### config.mk
export PLATFORM = sky130hd
export DESIGN_NAME = ccl_top
export DESIGN_NICKNAME = d
export VERILOG_FILES = /design/src/hdl/ccl_pkg.sv /design/src/hdl/ccl_top.sv
export SDC_FILE = /design/constraint.sdc
export NUM_CORES = 1
export LEC_CHECK = 0
export BUFFER_PORTS_ARGS = -buffer_cell sky130_fd_sc_hd__buf_2
export CORE_MARGIN = 2
export CORE_UTILIZATION = 43
export CTS_CLUSTER_SIZE = 20
export DETAILED_ROUTE_END_ITERATION = 7
export GPL_TIMING_DRIVEN = 1
export HOLD_SLACK_MARGIN = 0.1
export PLACE_DENSITY = 0.79
export SETUP_SLACK_MARGIN = 0.05
export SYNTH_ARGS = -nofsm -noshare
export SYNTH_HDL_FRONTEND = slang
export SYNTH_SLANG_ARGS = --single-unit
### constraint.sdc
create_clock -name i_clk_sys -period 1.7 [get_ports i_clk_sys]
set_input_delay 0.17 -clock i_clk_sys [delete_from_list [all_inputs] [get_ports i_clk_sys]]
set_output_delay 0.17 -clock i_clk_sys [all_outputs]
set_load 0.01 [all_outputs]
### src/hdl/ccl_pkg.sv
// Package with register map, field positions and shared types of the comparator control logic
//
// Notes on behaviour
// - Comparator runs while comparator_enable is one, powered down while zero.
// - Reported output is non-inverting above inverting, flipped by output_invert.
// - noninv_ref_select picks internal reference, else the positive input pin.
// - inv_channel_select picks negative input pin one, else pin zero.
// - Output pin driven only with pin enable, comparator on, direction cleared.
// - Internal result registered each instruction cycle; pin path unregistered unless synced.
// - comparator_output is read-only; same value on register bit and pin.
// - First mismatch latch captures result on each control0 read or write, holds otherwise.
// - Second mismatch latch updates on every phase_one of the instruction cycle.
// - Mismatch is the exclusive-or of both latches.
// - Every write to control0 also refreshes the first latch.
// - Interrupt flag sets on the mismatch rising edge, not its level.
// - Mismatch detection works regardless of output_pin_enable.
// - Software clears the flag by writing zero, may set it by writing one.
// - Request forwarded only with all three enables; flag sets regardless.
// - A change coinciding with a control0 read at phase_two may lose the flag.
// - Enabled comparator keeps operating during sleep.
// - Change wakes from sleep with irq enable and peripheral gate set.
// - Reset returns control1 to reset state, comparator and reference off.
// - Gate source select zero makes comparator output the timer gate.
// - With sync, output latched on falling edge of the prescaled timer clock.
package ccl_pkg;

    // Byte addresses on APB
    localparam logic [7:0] CCL_ADDR_CTRL0  = 8'h00;
    localparam logic [7:0] CCL_ADDR_CTRL1  = 8'h04;
    localparam logic [7:0] CCL_ADDR_IRQ    = 8'h08;

    // comp_control0 fields
    localparam int CCL_C0_ENABLE = 7;
    localparam int CCL_C0_OUTPUT = 6;
    localparam int CCL_C0_PINEN  = 5;
    localparam int CCL_C0_INVERT = 4;
    localparam int CCL_C0_REFSEL = 2;
    localparam int CCL_C0_CHSEL  = 0;
    localparam logic [7:0] CCL_C0_WMASK = 8'hb5;
    localparam logic [7:0] CCL_C0_RESET = 8'h00;

    // comp_control1 fields
    localparam int CCL_C1_ALTCLK = 4;
    localparam int CCL_C1_HYST   = 3;
    localparam int CCL_C1_GATESS = 1;
    localparam int CCL_C1_SYNC   = 0;
    localparam logic [7:0] CCL_C1_WMASK = 8'h1b;
    localparam logic [7:0] CCL_C1_RESET = 8'h02;

    // Interrupt register fields
    localparam int CCL_IRQ_FLAG = 0;
    localparam int CCL_IRQ_EN   = 1;
    localparam int CCL_IRQ_PERIPH_IRQ_GATE = 2;
    localparam int CCL_IRQ_GIE  = 3;
    localparam logic [7:0] CCL_IRQ_RESET = 8'h00;

    // Instruction cycle: four system clocks per cycle, phase_one first
    localparam logic [1:0] CCL_PH_ONE = 2'd0;
    localparam logic [1:0] CCL_PH_TWO = 2'd1;

    // Bias settling time, software side only
    localparam int CCL_SETTLE_NS     = 1000;
    localparam int CCL_CLK_PERIOD_NS = 5;
    localparam int CCL_SETTLE_CYC    = (CCL_SETTLE_NS + CCL_CLK_PERIOD_NS - 1) / CCL_CLK_PERIOD_NS;

    typedef enum logic [1:0] {
        CCL_Q1 = 2'b00,
        CCL_Q2 = 2'b01,
        CCL_Q3 = 2'b11,
        CCL_Q4 = 2'b10
    } ccl_phase_t;

    typedef struct packed {
        logic pos_pin;
        logic internal_ref;
        logic neg_pin0;
        logic neg_pin1;
    } ccl_analog_sel_t;

    typedef struct packed {
        logic cmp_enable;
        logic noninv_is_ref;
        logic inv_is_pin1;
        logic hyst_enable;
    } ccl_analog_ctl_t;

endpackage

### src/hdl/ccl_top.sv
// Comparator control logic: APB registers, mismatch detector, pin and timer gate outputs
//
// Register access over APB and the register offsets were chosen for this implementation.
`timescale 1ns/100ps

module ccl_top (
    input  wire logic                    i_clk_sys,
    input  wire logic                    i_rst_n,
    // APB slave
    input  wire logic                    i_psel,
    input  wire logic                    i_penable,
    input  wire logic                    i_pwrite,
    input  wire logic [7:0]              i_paddr,
    input  wire logic [31:0]             i_pwdata,
    output logic                         o_pready,
    output logic [31:0]                  o_prdata,
    output logic                         o_pslverr,
    // Analog core
    input  wire logic                    i_cmp_raw,
    output ccl_pkg::ccl_analog_ctl_t     o_analog_ctl,
    // Port pin and timer
    input  wire logic                    i_pin_direction,
    input  wire logic                    i_port_latch,
    input  wire logic                    i_timer_clk,
    input  wire logic                    i_sleep,
    output logic                         o_pin_out,
    output logic                         o_pin_oe,
    output logic                         o_timer_gate,
    output logic                         o_timer_gate_sel,
    output logic                         o_timer_alt_clk,
    output logic                         o_irq,
    output logic                         o_wake
);
    import ccl_pkg::*;

    logic [7:0] ctrl0;
    logic [7:0] ctrl1;
    logic [7:0] irq_reg;
    ccl_phase_t phase;
    logic [2:0] cmp_sync;
    logic [2:0] tclk_sync;
    logic       cmp_stable;
    logic       cmp_int;
    logic       latch_rd;
    logic       latch_q1;
    logic       mismatch;
    logic       mismatch_d;
    logic       sync_out;
    logic       out_async;
    logic       out_pin_val;
    logic       rd_ctrl0;
    logic       wr_ctrl0;
    logic       wr_ctrl1;
    logic       wr_irq;
    logic       access;
    logic       addr_ok;
    logic       flag_set;
    logic [7:0] rdata;

    ////////////////////////////////////////////////////////////////////////////
    // APB decode; every access answers in its first access cycle
    assign access   = i_psel & i_penable;
    assign addr_ok  = (i_paddr == CCL_ADDR_CTRL0) | (i_paddr == CCL_ADDR_CTRL1)
                    | (i_paddr == CCL_ADDR_IRQ);
    assign o_pready = 1'b1;
    assign o_pslverr = access & ~addr_ok;
    assign rd_ctrl0 = access & (i_paddr == CCL_ADDR_CTRL0);
    assign wr_ctrl0 = rd_ctrl0 & i_pwrite;
    assign wr_ctrl1 = access & i_pwrite & (i_paddr == CCL_ADDR_CTRL1);
    assign wr_irq   = access & i_pwrite & (i_paddr == CCL_ADDR_IRQ);

    always_ff @(posedge i_clk_sys) begin
        if (!i_rst_n) begin
            ctrl0 <= CCL_C0_RESET;
        end else if (wr_ctrl0) begin
            ctrl0 <= i_pwdata[7:0] & CCL_C0_WMASK;
        end
    end

    always_ff @(posedge i_clk_sys) begin
        if (!i_rst_n) begin
            ctrl1 <= CCL_C1_RESET;
        end else if (wr_ctrl1) begin
            ctrl1 <= i_pwdata[7:0] & CCL_C1_WMASK;
        end
    end

    always_comb begin
        rdata = 8'h00;
        case (i_paddr)
            CCL_ADDR_CTRL0: begin
                rdata = ctrl0;
                rdata[CCL_C0_OUTPUT] = cmp_int;
            end
            CCL_ADDR_CTRL1: begin
                rdata = ctrl1;
            end
            CCL_ADDR_IRQ: begin
                rdata = irq_reg;
            end
            default: begin
                rdata = 8'h00;
            end
        endcase
    end

    always_ff @(posedge i_clk_sys) begin
        if (!i_rst_n) begin
            o_prdata <= 32'h0000_0000;
        end else if (i_psel & ~i_penable & ~i_pwrite) begin
            o_prdata <= {24'h00_0000, rdata};
        end
    end

    ////////////////////////////////////////////////////////////////////////////
    // Analog steering
    assign o_analog_ctl.cmp_enable    = ctrl0[CCL_C0_ENABLE];
    assign o_analog_ctl.noninv_is_ref = ctrl0[CCL_C0_REFSEL];
    assign o_analog_ctl.inv_is_pin1   = ctrl0[CCL_C0_CHSEL];
    assign o_analog_ctl.hyst_enable   = ctrl1[CCL_C1_HYST];

    ////////////////////////////////////////////////////////////////////////////
    // Synchronisers for the raw compare bit and the timer clock
    always_ff @(posedge i_clk_sys) begin
        if (!i_rst_n) begin
            cmp_sync  <= 3'h0;
            tclk_sync <= 3'h0;
        end else begin
            cmp_sync  <= {cmp_sync[1:0], i_cmp_raw};
            tclk_sync <= {tclk_sync[1:0], i_timer_clk};
        end
    end

    always_ff @(posedge i_clk_sys) begin
        if (!i_rst_n) begin
            cmp_stable <= 1'b0;
        end else if (cmp_sync[1] == cmp_sync[2]) begin
            cmp_stable <= cmp_sync[2];
        end
    end

    // Disabled comparator reads low; polarity applied after
    assign out_async = (ctrl0[CCL_C0_ENABLE] & cmp_stable) ^ ctrl0[CCL_C0_INVERT];

    ////////////////////////////////////////////////////////////////////////////
    // Instruction cycle phases
    always_ff @(posedge i_clk_sys) begin
        if (!i_rst_n) begin
            phase <= CCL_Q1;
        end else begin
            case (phase)
                CCL_Q1:  phase <= CCL_Q2;
                CCL_Q2:  phase <= CCL_Q3;
                CCL_Q3:  phase <= CCL_Q4;
                CCL_Q4:  phase <= CCL_Q1;
                default: phase <= CCL_Q1;
            endcase
        end
    end

    always_ff @(posedge i_clk_sys) begin
        if (!i_rst_n) begin
            cmp_int <= 1'b0;
        end else if (phase == CCL_Q4) begin
            cmp_int <= out_async;
        end
    end

    ////////////////////////////////////////////////////////////////////////////
    // Mismatch detector
    always_ff @(posedge i_clk_sys) begin
        if (!i_rst_n) begin
            latch_q1 <= 1'b0;
        end else if (phase == CCL_Q1) begin
            latch_q1 <= cmp_int;
        end
    end

    always_ff @(posedge i_clk_sys) begin
        if (!i_rst_n) begin
            latch_rd <= 1'b0;
        end else if (rd_ctrl0) begin
            latch_rd <= latch_q1;
        end
    end

    assign mismatch = latch_rd ^ latch_q1;

    always_ff @(posedge i_clk_sys) begin
        if (!i_rst_n) begin
            mismatch_d <= 1'b0;
        end else begin
            mismatch_d <= mismatch;
        end
    end

    // A read landing in the cycle of the edge swallows it
    assign flag_set = mismatch & ~mismatch_d & ~rd_ctrl0;

    ////////////////////////////////////////////////////////////////////////////
    // Flag and enables; hardware set wins over software clear
    always_ff @(posedge i_clk_sys) begin
        if (!i_rst_n) begin
            irq_reg <= CCL_IRQ_RESET;
        end else begin
            if (wr_irq) begin
                irq_reg[CCL_IRQ_FLAG] <= i_pwdata[CCL_IRQ_FLAG] | flag_set;
                irq_reg[CCL_IRQ_EN]   <= i_pwdata[CCL_IRQ_EN];
                irq_reg[CCL_IRQ_PERIPH_IRQ_GATE] <= i_pwdata[CCL_IRQ_PERIPH_IRQ_GATE];
                irq_reg[CCL_IRQ_GIE]  <= i_pwdata[CCL_IRQ_GIE];
            end else if (flag_set) begin
                irq_reg[CCL_IRQ_FLAG] <= 1'b1;
            end
        end
    end

    assign o_irq  = irq_reg[CCL_IRQ_FLAG] & irq_reg[CCL_IRQ_EN]
                  & irq_reg[CCL_IRQ_PERIPH_IRQ_GATE] & irq_reg[CCL_IRQ_GIE];
    assign o_wake = i_sleep & irq_reg[CCL_IRQ_FLAG]
                  & irq_reg[CCL_IRQ_EN] & irq_reg[CCL_IRQ_PERIPH_IRQ_GATE];

    ////////////////////////////////////////////////////////////////////////////
    // Timer synchronisation and output pin
    always_ff @(posedge i_clk_sys) begin
        if (!i_rst_n) begin
            sync_out <= 1'b0;
        end else if (tclk_sync[2] & ~tclk_sync[1]) begin
            sync_out <= out_async;
        end
    end

    assign out_pin_val = ctrl1[CCL_C1_SYNC] ? sync_out : out_async;
    assign o_pin_oe    = ~i_pin_direction;
    assign o_pin_out   = (ctrl0[CCL_C0_PINEN] & ctrl0[CCL_C0_ENABLE]) ? out_pin_val
                                                                     : i_port_latch;
    assign o_timer_gate     = out_pin_val;
    assign o_timer_gate_sel = ~ctrl1[CCL_C1_GATESS];
    assign o_timer_alt_clk  = ctrl1[CCL_C1_ALTCLK];

endmodule

# After elaboration in Yosys (flattened, before gate mapping)
# Cells that the tools add are included.
dict set report totals {
  reg_bits 35
}
dict set report op_classes {
  n_reduce_logical 3
  bitwise 33
  eq_ne 6
  n_mux 6
}
# op n
set op_table {}
lappend op_table {{case mux 8 bit (3 select lines)} 1}
lappend op_table {{AND 1 bit} 20}
lappend op_table {{== test 8 x 3 -> 1 bit (second input constant)} 1}
lappend op_table {{== test 8 x 4 -> 1 bit (second input constant)} 1}
lappend op_table {{zero test 8 bit} 1}
lappend op_table {{NOT 1 bit} 8}
lappend op_table {{case mux 2 bit (4 select lines)} 1}
lappend op_table {{== test 2 bit (second input constant)} 2}
lappend op_table {{two-way mux 1 bit} 4}
lappend op_table {{OR 1 bit} 3}
lappend op_table {{== test 2 x 1 -> 1 bit (second input constant)} 1}
lappend op_table {{zero test 2 bit} 1}
lappend op_table {{nonzero test 2 bit} 1}
lappend op_table {{bitwise XOR 1 bit} 2}
lappend op_table {{== test 1 bit} 1}

# Depth between registers and ports, before layout
# Gate-level depths: netlist of the first run.
dict set report depth {
  depth_word 6
  ltp_mapped 5
  ltp_nobuf 4
}

# Least setup slack after synthesis of the first run
# No wires, ideal clock.
dict set report synth_timing {
  path_kind {register -> output}
  start {register ctrl0[7]}
  end {output o_pin_out}
  arrival_ns 1.161
  path_buffers 0
  path_slack_ns 0.369
  stages_incl_launch_ff 5
  cell_sequence {dfxtp_1 > nand2_1 > xnor2_1 > mux2_2 > mux2_2}
}
dict set report synth_between {
  elab_chain_cells 4
  word_cells_on_any_way 5
}
# element line
set synth_lines {}
lappend synth_lines {{start: declaration} ccl_top.sv:36} ;# logic [7:0] ctrl0;
lappend synth_lines {{start signal: assignment} ccl_top.sv:76} ;# ctrl0 <= i_pwdata[7:0] & CCL_C0_WMASK;
lappend synth_lines {{AND 1 bit} ccl_top.sv:143} ;# assign out_async = (ctrl0[CCL_C0_ENABLE] & cmp_stable) ^ ctrl0[CCL_C0_INVERT];
lappend synth_lines {{bitwise XOR 1 bit} ccl_top.sv:143}
lappend synth_lines {{two-way mux 1 bit} ccl_top.sv:232} ;# assign out_pin_val = ctrl1[CCL_C1_SYNC] ? sync_out : out_async;
lappend synth_lines {{named net o_timer_gate} ccl_top.sv:28} ;# output logic o_timer_gate,
lappend synth_lines {{two-way mux 1 bit} ccl_top.sv:234} ;# assign o_pin_out = (ctrl0[CCL_C0_PINEN] & ctrl0[CCL_C0_ENABLE]) ? out_pin_val
lappend synth_lines {{end: declaration} ccl_top.sv:26} ;# output logic o_pin_out,
# The timed path passes the listed nets, and every way through them passes these cells.

# Final worst setup path of the first run
dict set report layout_timing {
  start {register cmp_stable}
  end {output o_pin_out}
}
dict set report layout_between {
  elab_chain_cells 4
}
# element line
set layout_lines {}
lappend layout_lines {{start: declaration} ccl_top.sv:42} ;# logic cmp_stable;
lappend layout_lines {{start signal: assignment} ccl_top.sv:138} ;# cmp_stable <= cmp_sync[2];
lappend layout_lines {{AND 1 bit} ccl_top.sv:143}
lappend layout_lines {{bitwise XOR 1 bit} ccl_top.sv:143}
lappend layout_lines {{two-way mux 1 bit} ccl_top.sv:232}
lappend layout_lines {{two-way mux 1 bit} ccl_top.sv:234}
# No other way between the ends.

==> flow_summary.json, run 1 <==
{
  "final_cells": 284,
  "grt_setup_unrepaired": "yes",
  "synthCells": 191,
  "core_area_mm2": 0.00366,
  "setup.worst_path.class": "flip-flop to output pin",
  "detail_route.wl_per_cell_um": 10.6,
  "ctsLongestPathBuffers": 2,
  "tightest_slew_ns": 0.515,
  "yosysWarnings": 0,
  "dp_cells": 272,
  "totalWireLength_um": 3000,
  "fin_worst_skew_ns": 0.00448,
  "die_h_um": 65.8,
  "synth_seq_cells": 35,
  "whs_ns": 0.120,
  "worstPathArrival_ns": 1.48,
  "setup-tns-final_ns": 0,
  "final_cell_mix": "buf_2 (43), dfxtp_1 (33), conb_1 (25)",
  "ant_nets": 0,
  "regMostFlops": "o_prdata",
  "finalCriticalPeriod_ns": 1.65,
  "ys_seq_area_share_pct": 42.7,
  "synth_area_per_cell_um2": 8.59,
  "cts_buffers": 5,
  "drt_pre_antenna_iters": 6,
  "drc": 0,
  "num_vias": 1331,
  "largest_reg_flops": 8,
  "top_regs": "o_prdata: 8 flops, ctrl0: 5 flops",
  "die_area_mm2": 0.00433,
  "synth_ff_type": "dfxtp_1",
  "antennaDiodeCount": 0,
  "min_period_over_period_pct": 97.0,
  "drt_first_iter_violations": 55,
  "hpwlAfterDp_um": 2320,
  "endpoint_kind": "output pin",
  "max_freq_mhz": 607,
  "grt_usage_pct": 15.6,
  "finalPower_mw": 1.60,
  "io_buffers": 44,
  "grt_pass1_wl_um": 5140,
  "power.density_mw_per_mm2": 823,
  "insertion_delay_ns": 0.28,
  "async_flop_share_pct": 0,
  "gp_congestion": 0.773,
  "worstPathMaxFanout": 2,
  "power_leakage_nw": 0.925,
  "slew_headroom_pct": 65.3,
  "clk_pin_slew_ns": 0.06,
  "grt_max_degree": 26,
  "drv_cap": 0,
  "row_count": 22,
  "final_common_cell": "buf_2",
  "cts_tree": "yes",
  "outcome": "finished clean",
  "irDropWorstVdd_v": 0.000380,
  "hold_path.class": "input pin to flip-flop",
  "overflow": 0,
  "grt_antenna_before_repair": 0,
  "cts.sinks": 35,
  "synth_edf_count": 0,
  "initial_utilization_pct": 44.8,
  "htreeDepth": 2,
  "slew_viol_final": 0,
  "area_delta_synth_final_pct": 18.2,
  "vias_per_cell": 4.69,
  "hold_violations": 0,
  "drive_above_1_share_pct": 27.1,
  "cts-root-buf": "clkbuf_8",
  "ioPinCount": 95,
  "fin_nets": 285,
  "cp-start-kind": "flip-flop",
  "die_w_um": 65.8,
  "critPathRequiredTime_ns": 1.53,
  "place_ws_ns": 0.170,
  "finalSetupViolations": 0,
  "mappedNetlistArea_mm2": 0.00164,
  "yosys.cell_types.count": 28,
  "grt_pass1_vias": 1162,
  "fin_ws_ns": 0.0515
}
power by group:
part / leakage [nW] / total [mW] / internal [mW] / switching [mW]
Clock: 0.0515 / 0.640 / 0.369 / 0.270
Sequential: 0.285 / 0.833 / 0.829 / 0.00438
Combinational: 0.589 / 0.124 / 0.0450 / 0.0785
Total: 0.925 / 1.60 / 1.24 / 0.353
logic make-up after synthesis:
kind of cell | after synthesis | synth area share [%]
other | 2 | 0.458
buffers and inverters | 41 | 16.0
AO/OA/AOI/OAI | 25 | 8.54
XOR/XNOR | 2 | 1.07
multiplexers | 13 | 8.09
flip-flops | 35 | 42.7
AND/OR/NAND/NOR | 73 | 23.1
final cells by class:
class	count	area [um^2]
clock buffer	8	100
fill	371	1720
inverter	4	15.0
multi-input combinational	138	777
sequential	35	703
tap	48	60.1
timing repair buffer	51	284
final timing paths:
path	start	cells past startpoint	slack [ns]	end
worst min register to register	mismatch_d	1	0.43	irq_reg[0]
worst min-delay path	i_pwdata[1]	3	0.12	ctrl1[1]
worst max register to register	ctrl1[0]	4	0.57	o_prdata[0]
worst max-delay path	cmp_stable	5	0.05	o_pin_out
critical path, stage by stage, from the launching register on:
cell and delay, ns:
dfxtp_2 0.34, nand2_2 0.06, xnor2_2 0.14, mux2_4 0.28, mux2_2 0.27, buf_6 0.12
synthesized netlist by cell type (all sizes together) (2+ instances only):
library cell / instances / share of area (%)
buf: 29 / 13
clkbuf: 8 / 1.8
nand3: 10 / 3.1
a22o: 2 / 1.1
mux2i: 11 / 6.7
nor2b: 4 / 1.5
o21ai: 10 / 3.1
nor4: 2 / 1.7
a21oi: 11 / 3.4
or4: 2 / 0.92
nand4: 6 / 2.3
dfxtp: 35 / 43
nor2: 10 / 2.3
and2: 9 / 3.4
nand2: 26 / 6.1
mux2: 2 / 1.4
conb: 2 / 0.46
inv: 3 / 0.69
and4: 2 / 1.1
timing repair:
item,in CTS,in global routing
pin swaps,2,1
endpoints found under the hold margin,2,0
resized for setup,6,0
setup buffers,1,1
hold buffers,2,0
endpoints found under the setup margin,1,1
cloned,0,0
metal layers:
metal	wire length (um)	global-route usage [%]
met1	1450	21.4
met3	260	5.65
met2	1260	22.7
met4	23	4.69
met5	0	0
metrics by stage:
step / area (um^2) / utilization (%)
floorplan: 1730 / -
global placement: 1780 / 48.7
detailed placement: 1780 / 48.7
CTS: 1930 / 52.8
global route: 1940 / 53.0
finish: 1940 / 53.0
Power figures use the tool's default switching activity.
==> run 2, diff against run 1 <==
--- a/config.mk
+++ b/config.mk
@@ -8,12 +8,12 @@
 export BUFFER_PORTS_ARGS = -buffer_cell sky130_fd_sc_hd__buf_2
 export CORE_MARGIN = 2
 export CORE_UTILIZATION = 43
-export CTS_CLUSTER_SIZE = 20
 export DETAILED_ROUTE_END_ITERATION = 7
 export GPL_TIMING_DRIVEN = 1
 export HOLD_SLACK_MARGIN = 0.1
 export PLACE_DENSITY = 0.79
 export SETUP_SLACK_MARGIN = 0.05
+export SLEW_MARGIN = 25
 export SYNTH_ARGS = -nofsm -noshare
 export SYNTH_HDL_FRONTEND = slang
 export SYNTH_SLANG_ARGS = --single-unit
==> constraint.sdc (replaced) <==
create_clock -name i_clk_sys -period 1.6 [get_ports i_clk_sys]
set_input_delay 0.16 -clock i_clk_sys [delete_from_list [all_inputs] [get_ports i_clk_sys]]
set_output_delay 0.16 -clock i_clk_sys [all_outputs]
set_load 0.01 [all_outputs]
==> run 2 against run 1 <==
The run now ends with setup timing left. Worst hold slack got worse by 0.0086 ns. Clock skew fell by 0.0026 ns. Design area rose by 1.4%. Combinational power rose by 9%. Via count fell by 0.15%. Register-to-register slack got worse by 0.13 ns. Count of clock-buffer cells in the layout fell by 1. Clock power rose by 8.1%. Sequential share of layout area fell by 0.48 points. Routed wire length rose by 6.4%. Sequential power rose by 6.2%. Largest power group unchanged.
==> flow_summary.json, run 2 (same netlist as run 1, synthesis figures left out) <==
{
  "outcome": "finished, violations left",
  "violations": "setup timing",
  "fin_nets": 288,
  "grt_antenna_before_repair": 0,
  "ant_nets": 0,
  "initial_utilization_pct": 44.8,
  "top_regs": "o_prdata: 8 flops, ctrl0: 5 flops",
  "cpLargestDelayFamily": "multiplexers",
  "detail_route.wl_per_cell_um": 11.1,
  "fin_worst_skew_ns": 0.00191,
  "hold_path.class": "input pin to flip-flop",
  "worstSetupStartpoint": "cmp_stable",
  "drt_pre_antenna_iters": 4,
  "vias_per_cell": 4.63,
  "finalCriticalPeriod_ns": 1.65,
  "clk_pin_slew_ns": 0.07,
  "reg2regPathDepth": 4,
  "slew_viol_final": 0,
  "crit_cells": 5,
  "totalWireLength_um": 3190,
  "insertion_delay_ns": 0.28,
  "cp-start-kind": "flip-flop",
  "hold_violations": 0,
  "htreeDepth": 2,
  "ctsLongestPathBuffers": 2,
  "max_freq_mhz": 606,
  "power_leakage_nw": 0.938,
  "crit_buf_inv": 1,
  "use_met1_pct": 20.9,
  "antennaDiodeCount": 0,
  "worstReg2RegStart": "ctrl1[0]",
  "grtUsageMet2_pct": 24.4,
  "cts.sinks": 35,
  "ioPinCount": 95,
  "drt_first_iter_violations": 32,
  "overflow": 0,
  "drc": 0,
  "die_w_um": 65.8,
  "hpwlAfterDp_um": 2350,
  "cts_tree": "yes",
  "fin_ws_ns": -0.0508,
  "grt_max_degree": 26,
  "finish.utilization_pct": 53.7,
  "fin_area_mm2": 0.00197,
  "worstPathMaxFanout": 2,
  "finalPower_mw": 1.71,
  "regMostFlops": "o_prdata",
  "drive_above_1_share_pct": 28.5,
  "irDropWorstVdd_v": 0.000678,
  "io_buffers": 44,
  "r2r-end": "o_prdata[0]",
  "drv_cap": 0,
  "grt_pass1_wl_um": 5210,
  "dpl_cell_area_mm2": 0.00180,
  "path_cells": "nand2_2, xnor2_2, mux2_4, mux2_2, buf_6",
  "gp_congestion": 0.770,
  "grt_usage_pct": 16.2,
  "area_delta_synth_final_pct": 19.8,
  "cts_buffers": 5,
  "setup.worst_path.class": "flip-flop to output pin",
  "power.density_mw_per_mm2": 871,
  "core_area_mm2": 0.00366,
  "reg2reg_slack_ns": 0.44,
  "place_ws_ns": 0.0792,
  "row_count": 22,
  "cts-root-buf": "clkbuf_8",
  "crit_path_end": "o_pin_out",
  "fillCellCount": 349,
  "worstPathArrival_ns": 1.49,
  "min_period_over_period_pct": 103,
  "endpoint_kind": "output pin",
  "die_h_um": 65.8,
  "final_cell_mix": "buf_2 (43), dfxtp_1 (33), conb_1 (25)",
  "grt_pass1_vias": 1168,
  "crit_slowest_cell": "dfxtp_2",
  "busiest_layer": "met2",
  "max_stage_delay_ns": 0.33,
  "critPathRequiredTime_ns": 1.44,
  "die_area_mm2": 0.00433,
  "largest_reg_flops": 8,
  "num_vias": 1329,
  "grt_setup_unrepaired": "yes",
  "use_met3_pct": 6.16,
  "final_common_cell": "buf_2",
  "finalSetupViolations": 1
}
## run 2: cell count changes in the layout (fill, tap and decap cells not counted), sizes merged
cell	before	now
buf	49	52
clkbuf	8	7
clkinvlp	0	1
## run 2: worst min path at each step
stage / slack [ns] / depth (start not counted) / from / end
2_1_floorplan: 0.29 / 2 / i_pwdata[1] / ctrl1[1]
3_3_place_gp: 0.37 / 2 / i_cmp_raw / cmp_sync[0]
3_5_place_dp: 0.37 / 2 / i_timer_clk / tclk_sync[0]
4_1_cts: 0.10 / 3 / i_pwdata[7] / ctrl0[7]
5_1_grt: 0.13 / 3 / i_pwdata[7] / ctrl0[7]
6_report: 0.11 / 3 / i_pwdata[7] / ctrl0[7]
## run 2: stage by stage
| step | setup TNS, ns | std cells | hold slack (ns) |
|---|---|---|---|
| detailed placement | 0 | 275 | 0.369 |
| floorplan | 0 | 214 | 0.285 |
| global route | -0.113 | 287 | 0.134 |
| CTS | -0.0518 | 287 | 0.101 |
| global placement | 0 | 275 | 0.366 |
| finish | -0.0508 | 287 | 0.111 |
## run 2: timing repair
item	in CTS	in global routing
pin swaps	1	0
gates resized for setup	6	0
setup endpoints to repair	1	1
endpoints found under the hold margin	2	0
buffers inserted	2	0
hold buffers	2	0
## run 2: area by class of cell
class	instances	area, um^2	share of cell area (%)
inverter	4	15.0	0.764
multi-input combinational	138	777	39.5
timing repair buffer	54	307	15.6
sequential	35	703	35.8
clock inverter	1	7.51	0.382
tap	48	60.1	3.06
clock buffer	7	96.3	4.90
## run 2: layer usage
layer	vias up	share of wire, %
met4	0	0.81
met5	-	0
met3	5	8.5
met2	56	43
met1	583	47
li1	685	-
## run 2: worst register-to-register path: cells and delay by family, from the launching register on
| kind | cells | cell delay [ns] |
|---|---|---|
| DFF | 1 | 0.38 |
| and+or+nand+nor | 1 | 0.31 |
| AOI/OAI and AO/OA | 2 | 0.28 |
| muxes | 1 | 0.10 |
## run 2: where the power goes
group	switching, mW	leakage, nW	internal [mW]
Sequential	0.00479	0.285	0.881
Clock	0.301	0.0505	0.391
Combinational	0.0847	0.603	0.0506
Total	0.391	0.938	1.32
